File: src/rtl/tec_regs.svh
// Constants for the trigger and exposure sequencer: timing counts, field codes, reset values.
// Assumes a single 200 MHz clock; the line period is given in pixel clocks and converted to sequencer cycles by the sequencer.
// How it works
// In random trigger mode the trigger is taken only from control line CC1.
// With negative polarity exposure starts on the falling edge of the trigger.
// Random trigger and restart/reset never run together; enabling one excludes the other.
// In fixed trigger mode exposure length comes from the shutter setting, not the pulse.
// In pulse-width trigger mode exposure lasts exactly as long as the active trigger.
// In restart/reset mode the frame-sync pulses arrive on CC1 and are used as frame sync.
// In restart/reset mode exposure equals the interval between successive frame-sync pulses.
// In restart/reset mode image output starts within one line period after frame sync.
// In partial scan only the selected band of lines is read out; other lines are skipped.
// A normal full frame takes about 1/15 s and the shutter should not exceed it.
// One line period equals 1920 pixel clock cycles.
// Trigger polarity is selectable and negative is the reset default.
// A partial window is at least 600 lines tall, start and height set in single lines.
// The far side holds the trigger or frame-sync active between 8 us and 2 s.
// With positive polarity exposure starts on the rising edge; pulse-width ends on the other.
`ifndef TEC_REGS_SVH
`define TEC_REGS_SVH

// One line period: 1920 pixel clocks; the tick generator counts them in clk_i cycles
`define TEC_LINE_PIXCLK 1920
`define TEC_TOTAL_LINES 11'h4E0
`define TEC_VIDEO_LINES 11'h4B0
`define TEC_PARTIAL_MIN 11'h258
`define TEC_START_DEFAULT 11'h000
`define TEC_WIDTH_DEFAULT 11'h4B0
`define TEC_POL_NEG 1'b0
`define TEC_POL_POS 1'b1
`define TEC_POL_DEFAULT 1'b0
`define TEC_EXP_W 24
// Lines in one normal frame, the longest shutter for free run (about 1/15 s)
`define TEC_FRAME_LINES 24'h0004E0

`endif

File: src/rtl/tec_pkg.sv
// Types shared by the trigger and exposure sequencer.
// Assumes tec_regs.svh is compiled alongside.
package tec_pkg;
  typedef enum logic [1:0] {
    TEC_MODE_NORMAL = 2'b00,
    TEC_MODE_TRIG = 2'b01,
    TEC_MODE_RESTART = 2'b10
  } tec_mode_e;

  typedef enum logic [2:0] {
    TEC_ST_IDLE = 3'b000,
    TEC_ST_EXPOSE = 3'b001,
    TEC_ST_WAIT_LINE = 3'b010,
    TEC_ST_READOUT = 3'b011
  } tec_state_e;
endpackage

File: src/rtl/tec_trigger_exposure.sv
// Exposure and readout sequencer: free run, partial scan, random trigger, restart/reset.
// Assumes all inputs synchronous to clk_i; the line period is counted directly in clk_i cycles, with no pixel clock enable.
`timescale 1ns/1ps
`include "tec_regs.svh"

module tec_trigger_exposure (
  // Clock and reset
  input wire logic clk_i,
  input wire logic rst_i,
  // Control line CC1: trigger or frame sync
  input wire logic trigger_or_frame_sync_in_i,
  // Configuration
  input wire logic trig_enable_i,
  input wire logic trig_pulse_width_i,
  input wire logic restart_enable_i,
  input wire logic trig_pol_pos_i,
  input wire logic pol_load_i,
  input wire logic partial_enable_i,
  input wire logic [10:0] partial_start_i,
  input wire logic [10:0] partial_width_i,
  input wire logic partial_update_i,
  input wire logic [23:0] shutter_lines_i,
  // Status and sequencing outputs
  output logic line_tick_o,
  output logic exposing_o,
  output logic frame_valid_o,
  output logic line_valid_o,
  output logic [10:0] line_index_o,
  output logic [1:0] mode_o,
  output logic trig_pol_pos_o,
  output logic partial_reject_o
);

  // Line period in clk_i cycles: 1920 pixel clocks at 36 MHz seen from 200 MHz, rounded down
  localparam int unsigned PIX_HZ = 36000000;
  localparam int unsigned CLK_HZ = 200000000;
  localparam longint unsigned LINE_CYC = (64'(`TEC_LINE_PIXCLK) * CLK_HZ) / PIX_HZ;
  localparam logic [13:0] LINE_LAST = 14'(LINE_CYC - 1);

  logic [13:0] line_cnt_q;
  logic line_tick;
  logic pol_q;
  logic cc1_q;
  logic act_now;
  logic act_q;
  logic pol_settle_q;
  logic start_ev;
  logic end_ev;
  tec_pkg::tec_mode_e mode_q;
  tec_pkg::tec_state_e state_q;
  logic [23:0] exp_cnt_q;
  logic [10:0] vline_q;
  logic [10:0] band_start_q;
  logic [10:0] band_width_q;
  logic reject_q;

  function automatic logic in_band(input logic [10:0] ln, input logic [10:0] st,
                                   input logic [10:0] wd);
    logic [11:0] hi;
    hi = 12'(st) + 12'(wd);
    in_band = (12'(ln) >= 12'(st)) && (12'(ln) < hi);
  endfunction

  // The count is taken before the closing tick adds its line, so that tick is included
  function automatic logic shutter_done(input logic [23:0] cnt, input logic [23:0] lim);
    shutter_done = (cnt + 24'h000001) >= lim;
  endfunction

  // Trigger wins when both are asked, so the two modes can never run at once
  function automatic tec_pkg::tec_mode_e pick_mode(input logic trig, input logic restart);
    if (trig) begin
      pick_mode = tec_pkg::TEC_MODE_TRIG;
    end else if (restart) begin
      pick_mode = tec_pkg::TEC_MODE_RESTART;
    end else begin
      pick_mode = tec_pkg::TEC_MODE_NORMAL;
    end
  endfunction

  function automatic logic last_line(input logic [10:0] ln);
    last_line = (ln == `TEC_VIDEO_LINES - 11'h001);
  endfunction

  // Line timebase
  always_ff @(posedge clk_i or posedge rst_i) begin
    if (rst_i) begin
      line_cnt_q <= 14'h0000;
    end else if (line_cnt_q == LINE_LAST) begin
      line_cnt_q <= 14'h0000;
    end else begin
      line_cnt_q <= line_cnt_q + 14'h0001;
    end
  end
  assign line_tick = (line_cnt_q == LINE_LAST);

  // Polarity; negative out of reset
  always_ff @(posedge clk_i or posedge rst_i) begin
    if (rst_i) begin
      pol_q <= `TEC_POL_DEFAULT;
    end else if (pol_load_i) begin
      pol_q <= trig_pol_pos_i;
    end
  end

  // Only CC1 drives triggers and frame sync; active level follows polarity
  always_ff @(posedge clk_i or posedge rst_i) begin
    if (rst_i) begin
      cc1_q <= 1'b1;
      act_q <= 1'b0;
      pol_settle_q <= 1'b0;
    end else begin
      cc1_q <= trigger_or_frame_sync_in_i;
      act_q <= act_now;
      pol_settle_q <= pol_load_i;
    end
  end
  assign act_now = (pol_q == `TEC_POL_POS) ? cc1_q : ~cc1_q;
  // A polarity load flips the active level of an idle line; that flip is not an edge,
  // so both edge events are masked for the one cycle act_q needs to catch up
  assign start_ev = act_now & ~act_q & ~pol_settle_q;
  assign end_ev = ~act_now & act_q & ~pol_settle_q;

  // Mode select: trigger wins if both asked; mode changes only while idle
  always_ff @(posedge clk_i or posedge rst_i) begin
    if (rst_i) begin
      mode_q <= tec_pkg::TEC_MODE_NORMAL;
    end else if (state_q == tec_pkg::TEC_ST_IDLE) begin
      mode_q <= pick_mode(trig_enable_i, restart_enable_i);
    end
  end

  // Partial window: loaded on update, refused below 600 lines or past the array
  always_ff @(posedge clk_i or posedge rst_i) begin
    if (rst_i) begin
      band_start_q <= `TEC_START_DEFAULT;
      band_width_q <= `TEC_WIDTH_DEFAULT;
      reject_q <= 1'b0;
    end else if (partial_update_i) begin
      if (partial_width_i >= `TEC_PARTIAL_MIN &&
          12'(partial_start_i) + 12'(partial_width_i) <= 12'(`TEC_VIDEO_LINES)) begin
        band_start_q <= partial_start_i;
        band_width_q <= partial_width_i;
        reject_q <= 1'b0;
      end else begin
        reject_q <= 1'b1;
      end
    end
  end

  // Sequencer: exposure then readout of the sensor lines
  always_ff @(posedge clk_i or posedge rst_i) begin
    if (rst_i) begin
      state_q <= tec_pkg::TEC_ST_IDLE;
    end else begin
      case (state_q)
        tec_pkg::TEC_ST_IDLE: begin
          if (mode_q == tec_pkg::TEC_MODE_NORMAL && line_tick) begin
            state_q <= tec_pkg::TEC_ST_EXPOSE;
          end else if (mode_q != tec_pkg::TEC_MODE_NORMAL && start_ev) begin
            state_q <= tec_pkg::TEC_ST_EXPOSE;
          end
        end
        tec_pkg::TEC_ST_EXPOSE: begin
          case (mode_q)
            tec_pkg::TEC_MODE_TRIG: begin
              if (trig_pulse_width_i) begin
                if (end_ev) begin
                  state_q <= tec_pkg::TEC_ST_WAIT_LINE;
                end
              end else if (line_tick && shutter_done(exp_cnt_q, shutter_lines_i)) begin
                state_q <= tec_pkg::TEC_ST_WAIT_LINE;
              end
            end
            tec_pkg::TEC_MODE_RESTART: begin
              if (start_ev) begin
                state_q <= tec_pkg::TEC_ST_WAIT_LINE;
              end
            end
            default: begin
              // Free run clamps the shutter to one frame
              if (line_tick && (shutter_done(exp_cnt_q, shutter_lines_i) ||
                  shutter_done(exp_cnt_q, `TEC_FRAME_LINES))) begin
                state_q <= tec_pkg::TEC_ST_WAIT_LINE;
              end
            end
          endcase
        end
        tec_pkg::TEC_ST_WAIT_LINE: begin
          // Readout aligns to the next line boundary, so it starts within one line
          if (line_tick) begin
            state_q <= tec_pkg::TEC_ST_READOUT;
          end
        end
        tec_pkg::TEC_ST_READOUT: begin
          if (line_tick && last_line(vline_q)) begin
            // Restart chains only while still asked for; otherwise the loop would never
            // pass through idle and a trigger request could not take over
            if (mode_q == tec_pkg::TEC_MODE_RESTART &&
                pick_mode(trig_enable_i, restart_enable_i) == tec_pkg::TEC_MODE_RESTART) begin
              state_q <= tec_pkg::TEC_ST_EXPOSE;
            end else begin
              state_q <= tec_pkg::TEC_ST_IDLE;
            end
          end
        end
        default: begin
          state_q <= tec_pkg::TEC_ST_IDLE;
        end
      endcase
    end
  end

  // Exposure length in lines; parked at zero outside exposure so every start counts from 0
  always_ff @(posedge clk_i or posedge rst_i) begin
    if (rst_i) begin
      exp_cnt_q <= 24'h000000;
    end else if (state_q != tec_pkg::TEC_ST_EXPOSE) begin
      exp_cnt_q <= 24'h000000;
    end else if (line_tick) begin
      exp_cnt_q <= exp_cnt_q + 24'h000001;
    end
  end

  // Readout line counter; parked at zero outside readout
  always_ff @(posedge clk_i or posedge rst_i) begin
    if (rst_i) begin
      vline_q <= 11'h000;
    end else if (state_q != tec_pkg::TEC_ST_READOUT) begin
      vline_q <= 11'h000;
    end else if (line_tick) begin
      if (last_line(vline_q)) begin
        vline_q <= 11'h000;
      end else begin
        vline_q <= vline_q + 11'h001;
      end
    end
  end

  // Outputs from flip-flops; each trails the sequencer state by one cycle
  always_ff @(posedge clk_i or posedge rst_i) begin
    if (rst_i) begin
      frame_valid_o <= 1'b0;
    end else begin
      frame_valid_o <= (state_q == tec_pkg::TEC_ST_READOUT);
    end
  end

  always_ff @(posedge clk_i or posedge rst_i) begin
    if (rst_i) begin
      line_index_o <= 11'h000;
    end else begin
      line_index_o <= vline_q;
    end
  end

  // Lines outside the band are flushed without being sent; the frame keeps its full
  // length, trading frame rate for a timebase that never changes with the window
  always_ff @(posedge clk_i or posedge rst_i) begin
    if (rst_i) begin
      line_valid_o <= 1'b0;
    end else begin
      line_valid_o <= (state_q == tec_pkg::TEC_ST_READOUT) &&
                      (!partial_enable_i || in_band(vline_q, band_start_q, band_width_q));
    end
  end

  assign line_tick_o = line_tick;
  assign exposing_o = (state_q == tec_pkg::TEC_ST_EXPOSE);
  assign mode_o = mode_q;
  assign trig_pol_pos_o = pol_q;
  assign partial_reject_o = reject_q;

endmodule

File: config.mk
export PLATFORM = sky130hd
export DESIGN_NAME = tec_trigger_exposure
export DESIGN_NICKNAME = d
export VERILOG_FILES = /design/src/rtl/tec_pkg.sv /design/src/rtl/tec_trigger_exposure.sv
export VERILOG_INCLUDE_DIRS = /design/src /design/src/rtl
export SDC_FILE = /design/constraint.sdc
export NUM_CORES = 1
export LEC_CHECK = 0
export ABC_AREA = 1
export BUFFER_PORTS_ARGS = -buffer_cell sky130_fd_sc_hd__buf_2
export CORE_ASPECT_RATIO = 1.4
export CORE_UTILIZATION = 65
export CTS_CLUSTER_SIZE = 28
export DETAILED_ROUTE_END_ITERATION = 12
export PLACE_DENSITY = 0.93
export RECOVER_POWER = 100
export REMOVE_ABC_BUFFERS = 1
export SLEW_MARGIN = 20
export SYNTH_ARGS = -nofsm -noshare
export SYNTH_HDL_FRONTEND = slang
export SYNTH_SLANG_ARGS = --single-unit
File: constraint.sdc
create_clock -name clk_i -period 8.4 [get_ports clk_i]
set_clock_uncertainty 0.05 [all_clocks]
set_input_delay 1.68 -clock clk_i [delete_from_list [all_inputs] [get_ports clk_i]]
set_output_delay 1.68 -clock clk_i [all_outputs]
set_load 0.02 [all_outputs]
==> qor.csv, run 1 <==
stage,metric,value,unit
die,IO Count,75,
yosys,Synth top area share,32.7,%
routing,Vias per Instance,5.61,
clock_network,clock transition at the registers of the reported paths,70,ps
yosys,Synth Instances,911,
placement,Cells after DPL,1111,
routing,sum of routed wire length over all layers,15.3,mm
sta,Rel. slew slack,-170,%
setup_path,data required time of the critical path,7870,ps
yosys,summed instance area of the synthesized netlist,6740,um2
setup_path,worst path cell trace,clkbuf_1 > clkinvlp_2 > clkbuf_1,
setup_path,Critical Path Sink Type,asynchronous set/reset pin,
clock_network,TritonCTS Buffers,9,
sta,Tmin final,5720,ps
global_routing,number of global-route vias before repair,6257,
global_routing,maximum number of pins on one net before global-route repair,77,
power,leakage component of the power,4.02,nW
run_status,violated checks,"max-capacitance violations, max-slew violations",
setup_path,Arrival @ worst endpoint,5190,ps
clock_network,Skew-Pair Late Insertion Delay,360,ps
yosys,number of synthesized flops with an enable pin,0,
yosys,Post-synth top flop,sky130_fd_sc_hd__dfrtp_1,
routing,initial DRC count,427,
die,area enclosed by the die boundary,10800,um2
die,height of the die,122,um
cells_and_area,n_diodes,0,
yosys,leading post-synthesis cells by cell area,"sky130_fd_sc_hd__dfrtp_1, sky130_fd_sc_hd__ha_1, sky130_fd_sc_hd__nand2_1",
placement,gp weighted congestion,0.854,
clock_network,H-tree levels,3,
setup_path,cell repeated most along the worst path,sky130_fd_sc_hd__clkbuf_1,
setup_path,crit-path max FO,76,
sta,RSZ-0062 raised after global routing,no,
yosys,Syn. warnings,0,
sta,final slew viol count,77,
cells_and_area,filler-free cell count of the finished design,1127,
placement,detailed placement HPWL,11.5,mm
routing,DRC violation count after routing,0,
global_routing,overall overflow remaining after global route,0,
yosys,sequential element share of the synthesized area,34.6,%
setup_path,crit path max-delay cell type,sky130_fd_sc_hd__clkbuf_1,
global_routing,number of antenna violations at the first check in global routing,0,
sta,Final Hold Fails,0,
clock_network,CTS Hold Bufs,0,
sta,share of the clock period used by the worst path after layout,68.1,%
yosys,number of different library cells in the post-synthesis netlist,46,
clock_network,post-CTS setup repair buffer count,0,
cells_and_area,Area Overhead vs Synth,11.1,%
placement,number of port buffers,74,
job,Max Cap Viol,1,
yosys,Synth async-reset ratio,100,%
routing,Routed wire per std cell,13.6,um
routing,via count,6317,
sta,number of endpoints failing setup at the final stage,0,
die,horizontal extent of the die,88.0,um
yosys,syn avg cell area,7.39,um2
run_status,run status,"complete, but fails checks",
global_routing,total track usage,30.6,%
global_routing,global-route wire length before repair,25.8,mm
clock_network,Sink Count,93,
die,total core area,10000,um2
die,starting utilization of the core area,67.3,%
sta,total negative setup slack,0,ps
power,Pwr per Cell Area,213,nW/um2
clock_network,Max Root-Sink Buffers,2,
routing,Detailed Routing Iterations Pass 1,5,
sta,Tightest Pin Transition,4050,ps
die,number of placement rows,43,
hold_path,worst hold-check path type,flop to flop,
clock_network,TritonCTS clock tree,built,
clock_network,cell at the root of the clock tree,sky130_fd_sc_hd__clkbuf_16,
setup_path,family with the most delay on the worst path,buffers and inverters,
cells_and_area,Final #Nets,1119,
setup_path,startpoint type of the worst setup path,input pin,
power,VDD IR max,0.127,mV
clock_network,cells resized by post-CTS repair,0,
setup_path,Worst Path Buf+Inv,3,
setup_path,type of the worst setup path,input pin to asynchronous set/reset pin,
setup_path,Worst path max stage delay,2890,ps
yosys,top cell type by total area after synthesis,sky130_fd_sc_hd__dfrtp_1,
cells_and_area,share of post-route cells with drive strength above 1,9.58,%
routing,antenna violation net count after detailed routing,0,
yosys,post-synthesis sequential element count,93,
sta,Fin Hold WS,377,ps
sta,Peak Freq,175,MHz
## final timing paths
check / startpoint / to / slack (ps) / cells past startpoint
min in group asynchronous: rst_i / line_cnt_q[4]$_DFF_PP0_ / 1360 / 2
worst max-delay path: rst_i / exp_cnt_q[5]$_DFFE_PP0P_ / 2680 / 3
max in group clk_i: partial_start_i[0] / band_width_q[6]$_DFFE_PP0P_ / 3840 / 14
worst min register to register: vline_q[0]$_DFFE_PP0P_ / line_index_o[0]$_DFF_PP0_ / 380 / 0
worst max register to register: band_start_q[0]$_DFFE_PP0P_ / line_valid_o$_DFF_PP0_ / 4960 / 22
worst min-delay path: vline_q[0]$_DFFE_PP0P_ / line_index_o[0]$_DFF_PP0_ / 380 / 0
## cells in the mapped netlist (3+ instances only)
library cell	number
sky130_fd_sc_hd__inv_1	155
sky130_fd_sc_hd__nor2_1	71
sky130_fd_sc_hd__a21o_1	4
sky130_fd_sc_hd__a21oi_1	45
sky130_fd_sc_hd__nor4_1	5
sky130_fd_sc_hd__a31oi_1	3
sky130_fd_sc_hd__xnor2_1	6
sky130_fd_sc_hd__nand2_2	8
sky130_fd_sc_hd__o211ai_1	6
sky130_fd_sc_hd__nand3_1	78
sky130_fd_sc_hd__dfrtp_1	88
sky130_fd_sc_hd__nand2_1	222
sky130_fd_sc_hd__o21ai_0	26
sky130_fd_sc_hd__nand4_1	12
sky130_fd_sc_hd__clkbuf_1	5
sky130_fd_sc_hd__ha_1	74
sky130_fd_sc_hd__dfstp_2	5
sky130_fd_sc_hd__buf_2	3
sky130_fd_sc_hd__xor2_1	20
sky130_fd_sc_hd__o22ai_1	13
sky130_fd_sc_hd__nor2_2	5
sky130_fd_sc_hd__nor2_4	3
sky130_fd_sc_hd__nor3_1	23
## logic make-up (layout without fill, tap and decap cells)
family | count (synthesis) | after routing | synth area share (%)
adder cells (fa/ha/maj) | 76 | 76 | 14.3
XOR/XNOR | 27 | 27 | 3.62
AND/OR/NAND/NOR | 431 | 431 | 27.6
buffers and inverters | 168 | 249 | 9.53
AO/OA/AOI/OAI | 115 | 115 | 10.1
flip-flops | 93 | 93 | 34.6
multiplexers | 1 | 1 | 0.167
## metal layers
layer	part of all wire (%)	GRT usage, %	vias up
li1	-	-	3122
met1	39	33.1	2895
met2	52	56.1	235
met3	5.0	4.57	65
met4	3.8	17.0	0
met5	0	0	-
## metrics by stage
step / cell area (um2) / util, % / total power (W) / setup WS (ps)
2_1_floorplan: 6680 / - / 0.00104 / 3900
3_3_place_gp: 7240 / 72.4 / 0.00117 / 3670
3_5_place_dp: 7240 / 72.4 / 0.00120 / 3540
4_1_cts: 7520 / 75.2 / 0.00160 / 3920
5_1_grt: 7480 / 74.8 / 0.00172 / 1810
6_report: 7480 / 74.8 / 0.00160 / 2680
## cells in the final DEF (no fill, tap or decap), drive strengths merged, types with 2 or more instances in the layout
cell type	Yosys	routed
a211oi	2	2
a21boi	2	2
a21o	4	4
a21oi	45	45
a221oi	2	2
a31oi	3	3
buf	7	54
clkbuf	5	32
clkinv	1	3
clkinvlp	0	3
dfrtp	88	88
dfstp	5	5
fa	2	2
ha	74	74
inv	155	157
nand2	230	230
nand3	78	78
nand4	12	12
nor2	79	79
nor3	24	24
nor3b	2	2
nor4	5	5
o211ai	6	6
o21ai	28	28
o22ai	13	13
o31ai	2	2
o32ai	2	2
xnor2	6	6
xor2	21	21
## sequential cells by signal, indices dropped and copies added (netlist names)
register,flops
band_width_q,11
line_index_o,11
trig_pol_pos_o,1
exp_cnt_q,24
cc1_q,1
mode_o,2
partial_reject_o,1
act_q,1
state_q,2
pol_settle_q,1
line_cnt_q,14
line_valid_o,1
vline_q,11
frame_valid_o,1
band_start_q,11
## layout make-up
| type | count | area [um2] |
|---|---|---|
| tap | 135 | 169 |
| timing repair buffer | 77 | 359 |
| multi-input combinational | 650 | 3750 |
| clock buffer | 9 | 225 |
| inverter | 156 | 587 |
| clock inverter | 7 | 57.6 |
| sequential | 93 | 2330 |
| fill | 775 | 2520 |
## where the power goes
| group | switching, W | leakage, nW | internal [W] |
|---|---|---|---|
| logic | 0.000407 | 2.66 | 0.000231 |
| registers | 0.0000483 | 1.22 | 0.000513 |
| clock network | 0.000190 | 0.134 | 0.000205 |
| total | 0.000645 | 4.02 | 0.000950 |
No activity file was read; power rests on OpenSTA's default activity.
==> run 2, diff against run 1 <==
--- a/config.mk
+++ b/config.mk
@@ -9,10 +9,10 @@
 export ABC_AREA = 1
 export BUFFER_PORTS_ARGS = -buffer_cell sky130_fd_sc_hd__buf_2
 export CORE_ASPECT_RATIO = 1.4
-export CORE_UTILIZATION = 65
+export CORE_UTILIZATION = 60
 export CTS_CLUSTER_SIZE = 28
 export DETAILED_ROUTE_END_ITERATION = 12
-export PLACE_DENSITY = 0.93
+export PLACE_DENSITY = 0.87
 export RECOVER_POWER = 100
 export REMOVE_ABC_BUFFERS = 1
 export SLEW_MARGIN = 20
==> constraint.sdc (replaced) <==
create_clock -name clk_i -period 5.75 [get_ports clk_i]
set_clock_uncertainty 0.05 [all_clocks]
set_input_delay 1.15 -clock clk_i [delete_from_list [all_inputs] [get_ports clk_i]]
set_output_delay 1.15 -clock clk_i [all_outputs]
set_load 0.02 [all_outputs]
==> qor.csv, run 2 (synthesized netlist as in run 1, its figures left out) <==
stage,metric,value,unit
routing,Routed wire per std cell,12.9,um
cells_and_area,design area,7510,um2
cells_and_area,highest-count cells in the layout ignoring fill and taps,"sky130_fd_sc_hd__nand2_1, sky130_fd_sc_hd__inv_1, sky130_fd_sc_hd__dfrtp_1",
placement,number of port buffers,74,
sta,share of the clock period used by the worst path after layout,73.4,%
setup_path,R2R Setup Slk,2370,ps
job,Max Cap Viol,1,
clock_network,Skew-Pair Late Insertion Delay,350,ps
cells_and_area,filler-free cell count of the finished design,1134,
placement,gp weighted congestion,0.878,
die,horizontal extent of the die,91.5,um
cells_and_area,Final #Nets,1120,
sta,Peak Freq,237,MHz
clock_network,cells resized by post-CTS repair,0,
cells_and_area,number of fillers in the final layout,911,
clock_network,cell at the root of the clock tree,sky130_fd_sc_hd__clkbuf_16,
routing,antenna violation net count after detailed routing,0,
die,height of the die,127,um
cells_and_area,"most common cell after layout, fill and taps aside",sky130_fd_sc_hd__nand2_1,
setup_path,Critical Path Sink Type,flop,
power,VDD IR max,0.189,mV
cells_and_area,share of post-route cells with drive strength above 1,9.97,%
global_routing,overall overflow remaining after global route,0,
clock_network,H-tree levels,3,
die,IO Count,75,
placement,area of placed instances,7260,um2
global_routing,maximum number of pins on one net before global-route repair,53,
die,starting utilization of the core area,62.0,%
hold_path,worst hold-check path type,flop to flop,
sta,Final Hold Fails,0,
routing,sum of routed wire length over all layers,14.6,mm
setup_path,data required time of the critical path,5940,ps
die,area enclosed by the die boundary,11700,um2
sta,total negative setup slack,0,ps
setup_path,startpoint type of the worst setup path,input pin,
clock_network,clock transition at the registers of the reported paths,70,ps
clock_network,post-CTS setup repair buffer count,0,
placement,detailed placement HPWL,11.4,mm
power,leakage component of the power,4.04,nW
routing,via count,6183,
clock_network,TritonCTS Buffers,9,
clock_network,Sink Count,93,
global_routing,number of global-route vias before repair,6206,
sta,number of endpoints failing setup at the final stage,0,
clock_network,TritonCTS clock tree,built,
cells_and_area,"flip-flop count of the largest register, all copies and words added",24,
sta,Rel. slew slack,-15.6,%
placement,Cells after DPL,1118,
die,number of placement rows,45,
setup_path,Reg2Reg Depth,22,
cells_and_area,utilization after layout,69.1,%
cells_and_area,Area Overhead vs Synth,11.5,%
global_routing,total track usage,27.3,%
setup_path,type of the worst setup path,input pin to flop,
cells_and_area,n_diodes,0,
setup_path,crit-path max FO,23,
routing,DRC violation count after routing,0,
power,Pwr per Cell Area,310,nW/um2
global_routing,number of antenna violations at the first check in global routing,0,
clock_network,Max Root-Sink Buffers,2,
run_status,run status,"complete, but fails checks",
sta,Tmin final,4220,ps
hold_path,Hold Path Cell Cnt,0,
routing,Detailed Routing Iterations Pass 1,5,
sta,final slew viol count,43,
clock_network,CTS Hold Bufs,0,
cells_and_area,largest registers,"exp_cnt_q (24), line_cnt_q (14)",
placement,worst slack after detailed placement,1810,ps
sta,RSZ-0062 raised after global routing,no,
sta,Tightest Pin Transition,1730,ps
routing,initial DRC count,317,
setup_path,Arrival @ worst endpoint,4410,ps
run_status,violated checks,"max-capacitance violations, max-slew violations",
cells_and_area,register with the most flip-flops,exp_cnt_q,
sta,minimum setup slack in the final design,1530,ps
die,total core area,10900,um2
global_routing,global-route wire length before repair,25.7,mm
routing,Vias per Instance,5.45,
-- run 2: cell types whose count changed in the layout (fill, tap and decap cells not counted) --
| cell | before | now |
|---|---|---|
| sky130_fd_sc_hd__buf_2 | 53 | 56 |
| sky130_fd_sc_hd__clkinv_2 | 1 | 0 |
| sky130_fd_sc_hd__clkinvlp_4 | 2 | 1 |
| sky130_fd_sc_hd__clkinv_4 | 1 | 2 |
| sky130_fd_sc_hd__clkbuf_8 | 0 | 1 |
| sky130_fd_sc_hd__buf_4 | 1 | 2 |
| sky130_fd_sc_hd__clkbuf_1 | 23 | 20 |
-- run 2: layer usage --
| metal | part of all wire [%] | track usage, % | vias to the layer above |
|---|---|---|---|
| met4 | 4.0 | 14.1 | 0 |
| li1 | - | - | 3128 |
| met1 | 39 | 29.5 | 2825 |
| met3 | 4.0 | 3.39 | 46 |
| met5 | 0 | 0 | - |
| met2 | 53 | 51.4 | 184 |
-- run 2: area by class of cell --
class / instances / area [um2] / share of cell area (%)
multi-input cells: 650 / 3750 / 50.0
flip-flops and latches: 93 / 2330 / 31.1
inverters: 156 / 587 / 7.81
clock buffers: 10 / 239 / 3.18
well taps: 141 / 176 / 2.35
clock inverters: 6 / 53.8 / 0.716
repair buffers: 78 / 370 / 4.93
-- run 2: critical path, stage by stage --
cell and delay (ps):
sky130_fd_sc_hd__buf_2 90, sky130_fd_sc_hd__ha_1 160, sky130_fd_sc_hd__inv_1 50, sky130_fd_sc_hd__fa_1 410, sky130_fd_sc_hd__o31ai_1 440, sky130_fd_sc_hd__a21o_1 210, sky130_fd_sc_hd__nand2_1 60, sky130_fd_sc_hd__nand2_1 60
sky130_fd_sc_hd__a21oi_1 70, sky130_fd_sc_hd__xnor2_1 130, sky130_fd_sc_hd__nand2_1 60, sky130_fd_sc_hd__clkbuf_1 590, sky130_fd_sc_hd__nand2_1 650, sky130_fd_sc_hd__nand2_1 200, sky130_fd_sc_hd__nand2_1 70
-- run 2: metrics by stage --
step / hold WS (ps) / total power (W)
3_3_place_gp: 353 / 0.00172
2_1_floorplan: 330 / 0.00152
6_report: 373 / 0.00233
3_5_place_dp: 360 / 0.00177
4_1_cts: 375 / 0.00235
5_1_grt: 399 / 0.00253
-- run 2: where the power goes --
group / switching, W / leakage (nW) / internal (W)
logic: 0.000591 / 2.68 / 0.000341
clock network: 0.000268 / 0.142 / 0.000312
registers: 0.0000684 / 1.22 / 0.000750
-- run 2: final timing paths --
kind	startpoint	to
max reg2reg	band_start_q[0]$_DFFE_PP0P_	line_valid_o$_DFF_PP0_
max	partial_start_i[0]	band_start_q[8]$_DFFE_PP0P_
min in group asynchronous	rst_i	pol_settle_q$_DFF_PP0_
max in group asynchronous	rst_i	exp_cnt_q[3]$_DFFE_PP0P_
min	vline_q[0]$_DFFE_PP0P_	line_index_o[0]$_DFF_PP0_
min reg2reg	vline_q[0]$_DFFE_PP0P_	line_index_o[0]$_DFF_PP0_
==> run 3, diff against run 2 <==
--- a/config.mk
+++ b/config.mk
@@ -6,13 +6,13 @@
 export SDC_FILE = /design/constraint.sdc
 export NUM_CORES = 1
 export LEC_CHECK = 0
-export ABC_AREA = 1
+export ABC_AREA = 0
 export BUFFER_PORTS_ARGS = -buffer_cell sky130_fd_sc_hd__buf_2
 export CORE_ASPECT_RATIO = 1.4
-export CORE_UTILIZATION = 60
+export CORE_UTILIZATION = 54
 export CTS_CLUSTER_SIZE = 28
 export DETAILED_ROUTE_END_ITERATION = 12
-export PLACE_DENSITY = 0.87
+export PLACE_DENSITY = 0.83
 export RECOVER_POWER = 100
 export REMOVE_ABC_BUFFERS = 1
 export SLEW_MARGIN = 20
==> constraint.sdc (replaced) <==
create_clock -name clk_i -period 3.8 [get_ports clk_i]
set_clock_uncertainty 0.05 [all_clocks]
set_input_delay 0.76 -clock clk_i [delete_from_list [all_inputs] [get_ports clk_i]]
set_output_delay 0.76 -clock clk_i [all_outputs]
set_load 0.02 [all_outputs]
==> qor.csv, run 3 <==
stage,metric,value,unit
placement,number of port buffers,74,
setup_path,Arrival @ worst endpoint,3850,ps
yosys,Syn. warnings,0,
global_routing,fraction of met3 tracks used by global routing,3.20,%
setup_path,family with the most delay on the worst path,simple AND/OR/NAND/NOR gates,
power,Clk pwr share,28.1,%
global_routing,total track usage,22.6,%
cells_and_area,largest registers,"exp_cnt_q (24), line_cnt_q (14)",
die,starting utilization of the core area,55.4,%
power,share of power burned in registers,37.4,%
cells_and_area,n_diodes,0,
setup_path,crit-path max FO,3,
sta,number of endpoints failing setup at the final stage,0,
routing,sum of routed wire length over all layers,14.2,mm
global_routing,met1 track demand over resource in global routing,25.7,%
yosys,Synth async-reset ratio,100,%
placement,Cells after DPL,955,
sta,Fin Hold WS,437,ps
yosys,post-synthesis sequential element count,93,
clock_network,Max Root-Sink Buffers,2,
global_routing,number of global-route vias before repair,5343,
setup_path,Worst setup endpoint,state_q[1]$_DFFE_PP0P_,
global_routing,maximum number of pins on one net before global-route repair,47,
cells_and_area,highest-count cells in the layout ignoring fill and taps,"sky130_fd_sc_hd__dfrtp_1, sky130_fd_sc_hd__ha_1, sky130_fd_sc_hd__nand2_1",
setup_path,Reg2Reg Depth,15,
yosys,largest family of logic cells by synthesized area,simple AND/OR/NAND/NOR gates,
yosys,compound-gate portion of the synthesized area,15.1,%
yosys,leading post-synthesis cells by cell area,"sky130_fd_sc_hd__dfrtp_1, sky130_fd_sc_hd__ha_1, sky130_fd_sc_hd__xnor2_1",
cells_and_area,register with the most flip-flops,exp_cnt_q,
setup_path,startpoint type of the worst setup path,flop,
setup_path,data required time of the critical path,4010,ps
yosys,number of synthesized flops with an enable pin,0,
clock_network,cell at the root of the clock tree,sky130_fd_sc_hd__clkbuf_16,
run_status,run status,"complete, but fails checks",
routing,DRC violation count after routing,0,
setup_path,crit path max-delay cell type,sky130_fd_sc_hd__or4_4,
cells_and_area,Area Overhead vs Synth,13.8,%
die,horizontal extent of the die,97.2,um
clock_network,H-tree levels,3,
yosys,Synth Instances,728,
setup_path,FF-to-FF Start,exp_cnt_q[0]$_DFFE_PP0P_,
setup_path,Crit. path cell count,15,
sta,Peak Freq,275,MHz
setup_path,endpoint of the worst-slack reg-to-reg timing path,state_q[1]$_DFFE_PP0P_,
yosys,Post-synth top flop,sky130_fd_sc_hd__dfrtp_1,
global_routing,overall overflow remaining after global route,0,
routing,antenna violation net count after detailed routing,0,
yosys,top cell type by total area after synthesis,sky130_fd_sc_hd__dfrtp_1,
yosys,number of different library cells in the post-synthesis netlist,75,
power,Sw Pwr,0.00100,W
yosys,summed instance area of the synthesized netlist,6850,um2
clock_network,CTS Hold Bufs,0,
clock_network,TritonCTS Buffers,9,
placement,gp weighted congestion,0.910,
hold_path,worst hold-check path type,flop to flop,
sta,final slew viol count,47,
setup_path,Critical Path Sink Type,flop,
cells_and_area,filler-free cell count of the finished design,972,
yosys,area share of fa/ha/maj cells after synthesis,14.1,%
cells_and_area,"flip-flop count of the largest register, all copies and words added",24,
job,Max Cap Viol,1,
die,total core area,12400,um2
routing,Detailed Routing Iterations Pass 1,4,
yosys,list of most frequent post-synthesis cells,"sky130_fd_sc_hd__dfrtp_1, sky130_fd_sc_hd__ha_1, sky130_fd_sc_hd__nand2_1",
sta,share of the clock period used by the worst path after layout,95.7,%
global_routing,GRT met2 Usage,42.6,%
die,IO Count,75,
routing,initial DRC count,171,
clock_network,clock transition at the registers of the reported paths,70,ps
cells_and_area,Final #Nets,949,
sta,Tightest Pin Transition,1950,ps
die,number of placement rows,48,
global_routing,peak-usage layer in the global routing report,met2,
sta,Tmin final,3640,ps
setup_path,Worst path max stage delay,440,ps
power,Pwr per Cell Area,405,nW/um2
yosys,post-synthesis simple-gate area fraction,17.8,%
yosys,Synth top area share,32.2,%
power,VDD IR max,0.250,mV
clock_network,TritonCTS clock tree,built,
cells_and_area,"most common cell after layout, fill and taps aside",sky130_fd_sc_hd__dfrtp_1,
die,height of the die,135,um
clock_network,Sink Count,93,
setup_path,Worst Path Buf+Inv,0,
run_status,violated checks,"max-capacitance violations, max-slew violations",
clock_network,Skew-Pair Late Insertion Delay,340,ps
sta,Rel. slew slack,-29.7,%
setup_path,type of the worst setup path,flop to flop,
routing,Vias per Instance,5.68,
placement,detailed placement HPWL,11.1,mm
setup_path,R2R Setup Slk,160,ps
setup_path,worst setup path startpoint,exp_cnt_q[0]$_DFFE_PP0P_,
yosys,most repeated cell in the gate-level netlist after synthesis,sky130_fd_sc_hd__dfrtp_1,
power,Combinational Power Share,34.5,%
power,Switching Fraction,31.8,%
sta,Final Hold Fails,0,
yosys,xor-xnor portion of the synthesized cell area,9.17,%
yosys,sequential element share of the synthesized area,34.1,%
setup_path,worst path cell trace,ha_1 > nand2_1 > or4_4 > nor3_2 > nand2_1 > nor3_2 > xor2_1 > ha_1 > and3_1 > a221o_1 > a21o_1 > a2111oi_2 > a311oi_2 > mux2_1 > o221ai_1,
power,Internal Pwr Total,0.00215,W
global_routing,number of antenna violations at the first check in global routing,0,
sta,total negative setup slack,0,ps
global_routing,global-route wire length before repair,24.1,mm
routing,Routed wire per std cell,14.6,um
die,area enclosed by the die boundary,13100,um2
routing,via count,5520,
yosys,share of synthesized area spent on multiplexers,4.80,%
power,leakage component of the power,3.79,nW
cells_and_area,share of post-route cells with drive strength above 1,19.1,%
yosys,syn avg cell area,9.41,um2
-- run 3: cell types whose count changed after synthesis, sizes merged, moves of 14 or more --
cell,delta
nor2,-27
nand3,-49
and2,+14
mux2,+27
a21oi,-23
inv,-100
nand2,-173
xnor2,+32
-- run 3: cells by family (layout without fill, tap and decap cells) --
group                    after synthesis  count (layout)
XOR/XNOR                              70              70
flip-flops                            93              93
multiplexers                          29              29
adder cells (fa/ha/maj)               76              76
AND/OR/NAND/NOR                      235             235
AO/OA/AOI/OAI                        142             142
buffers and inverters                 83             177
-- run 3: power groups by stage --
stage | sequential (W) | combinational [W] | clock, W
floorplan | 0.00118 | 0.000875 | 0
global placement | 0.00119 | 0.00105 | 0
detailed placement | 0.00120 | 0.00110 | 0
CTS | 0.00118 | 0.00111 | 0.000906
global route | 0.00120 | 0.00126 | 0.000948
finish | 0.00118 | 0.00109 | 0.000887
-- run 3: worst min path at each step --
stage	from	end	cells past startpoint
2_1_floorplan	vline_q[0]$_DFFE_PP0P_	line_index_o[0]$_DFF_PP0_	0
4_1_cts	rst_i	line_cnt_q[4]$_DFF_PP0_	2
3_5_place_dp	line_cnt_q[0]$_DFF_PP0_	line_cnt_q[0]$_DFF_PP0_	1
3_3_place_gp	partial_reject_o$_DFFE_PP0P_	partial_reject_o$_DFFE_PP0P_	1
5_1_grt	trigger_or_frame_sync_in_i	cc1_q$_DFF_PP1_	1
6_report	line_cnt_q[0]$_DFF_PP0_	line_cnt_q[0]$_DFF_PP0_	1
-- run 3: what timing repair did --
action                     CTS  global route
cloned                       0             0
resized for setup            2             4
setup buffers                0             1
pin swaps                    0             1
setup endpoints to repair    2             2
-- run 3: final cells by class --
class / count / area (um2)
inverters: 55 / 208
multi-input cells: 552 / 4190
clock buffers: 11 / 233
repair buffers: 106 / 578
clock inverters: 5 / 61.3
flip-flops and latches: 93 / 2330
fillers: 1058 / 4580
well taps: 150 / 188
-- run 3: per-stage QoR --
stage                     area (um2)  util [%]  total power, W  worst slack [ps]
after floorplan                 6710         -         0.00206              -173
after global placement          7530      60.8         0.00224              14.5
after detailed placement        7530      60.8         0.00230             -63.8
after CTS                       7830      63.3         0.00320              16.7
after global routing            7790      63.0         0.00341             -51.2
final                           7790      63.0         0.00316               165
-- run 3: per-layer routing --
metal	vias to the layer above	share of wire, %
met1	2629	42
li1	2771	-
met5	-	0
met3	19	2.8
met4	0	1.9
met2	101	53
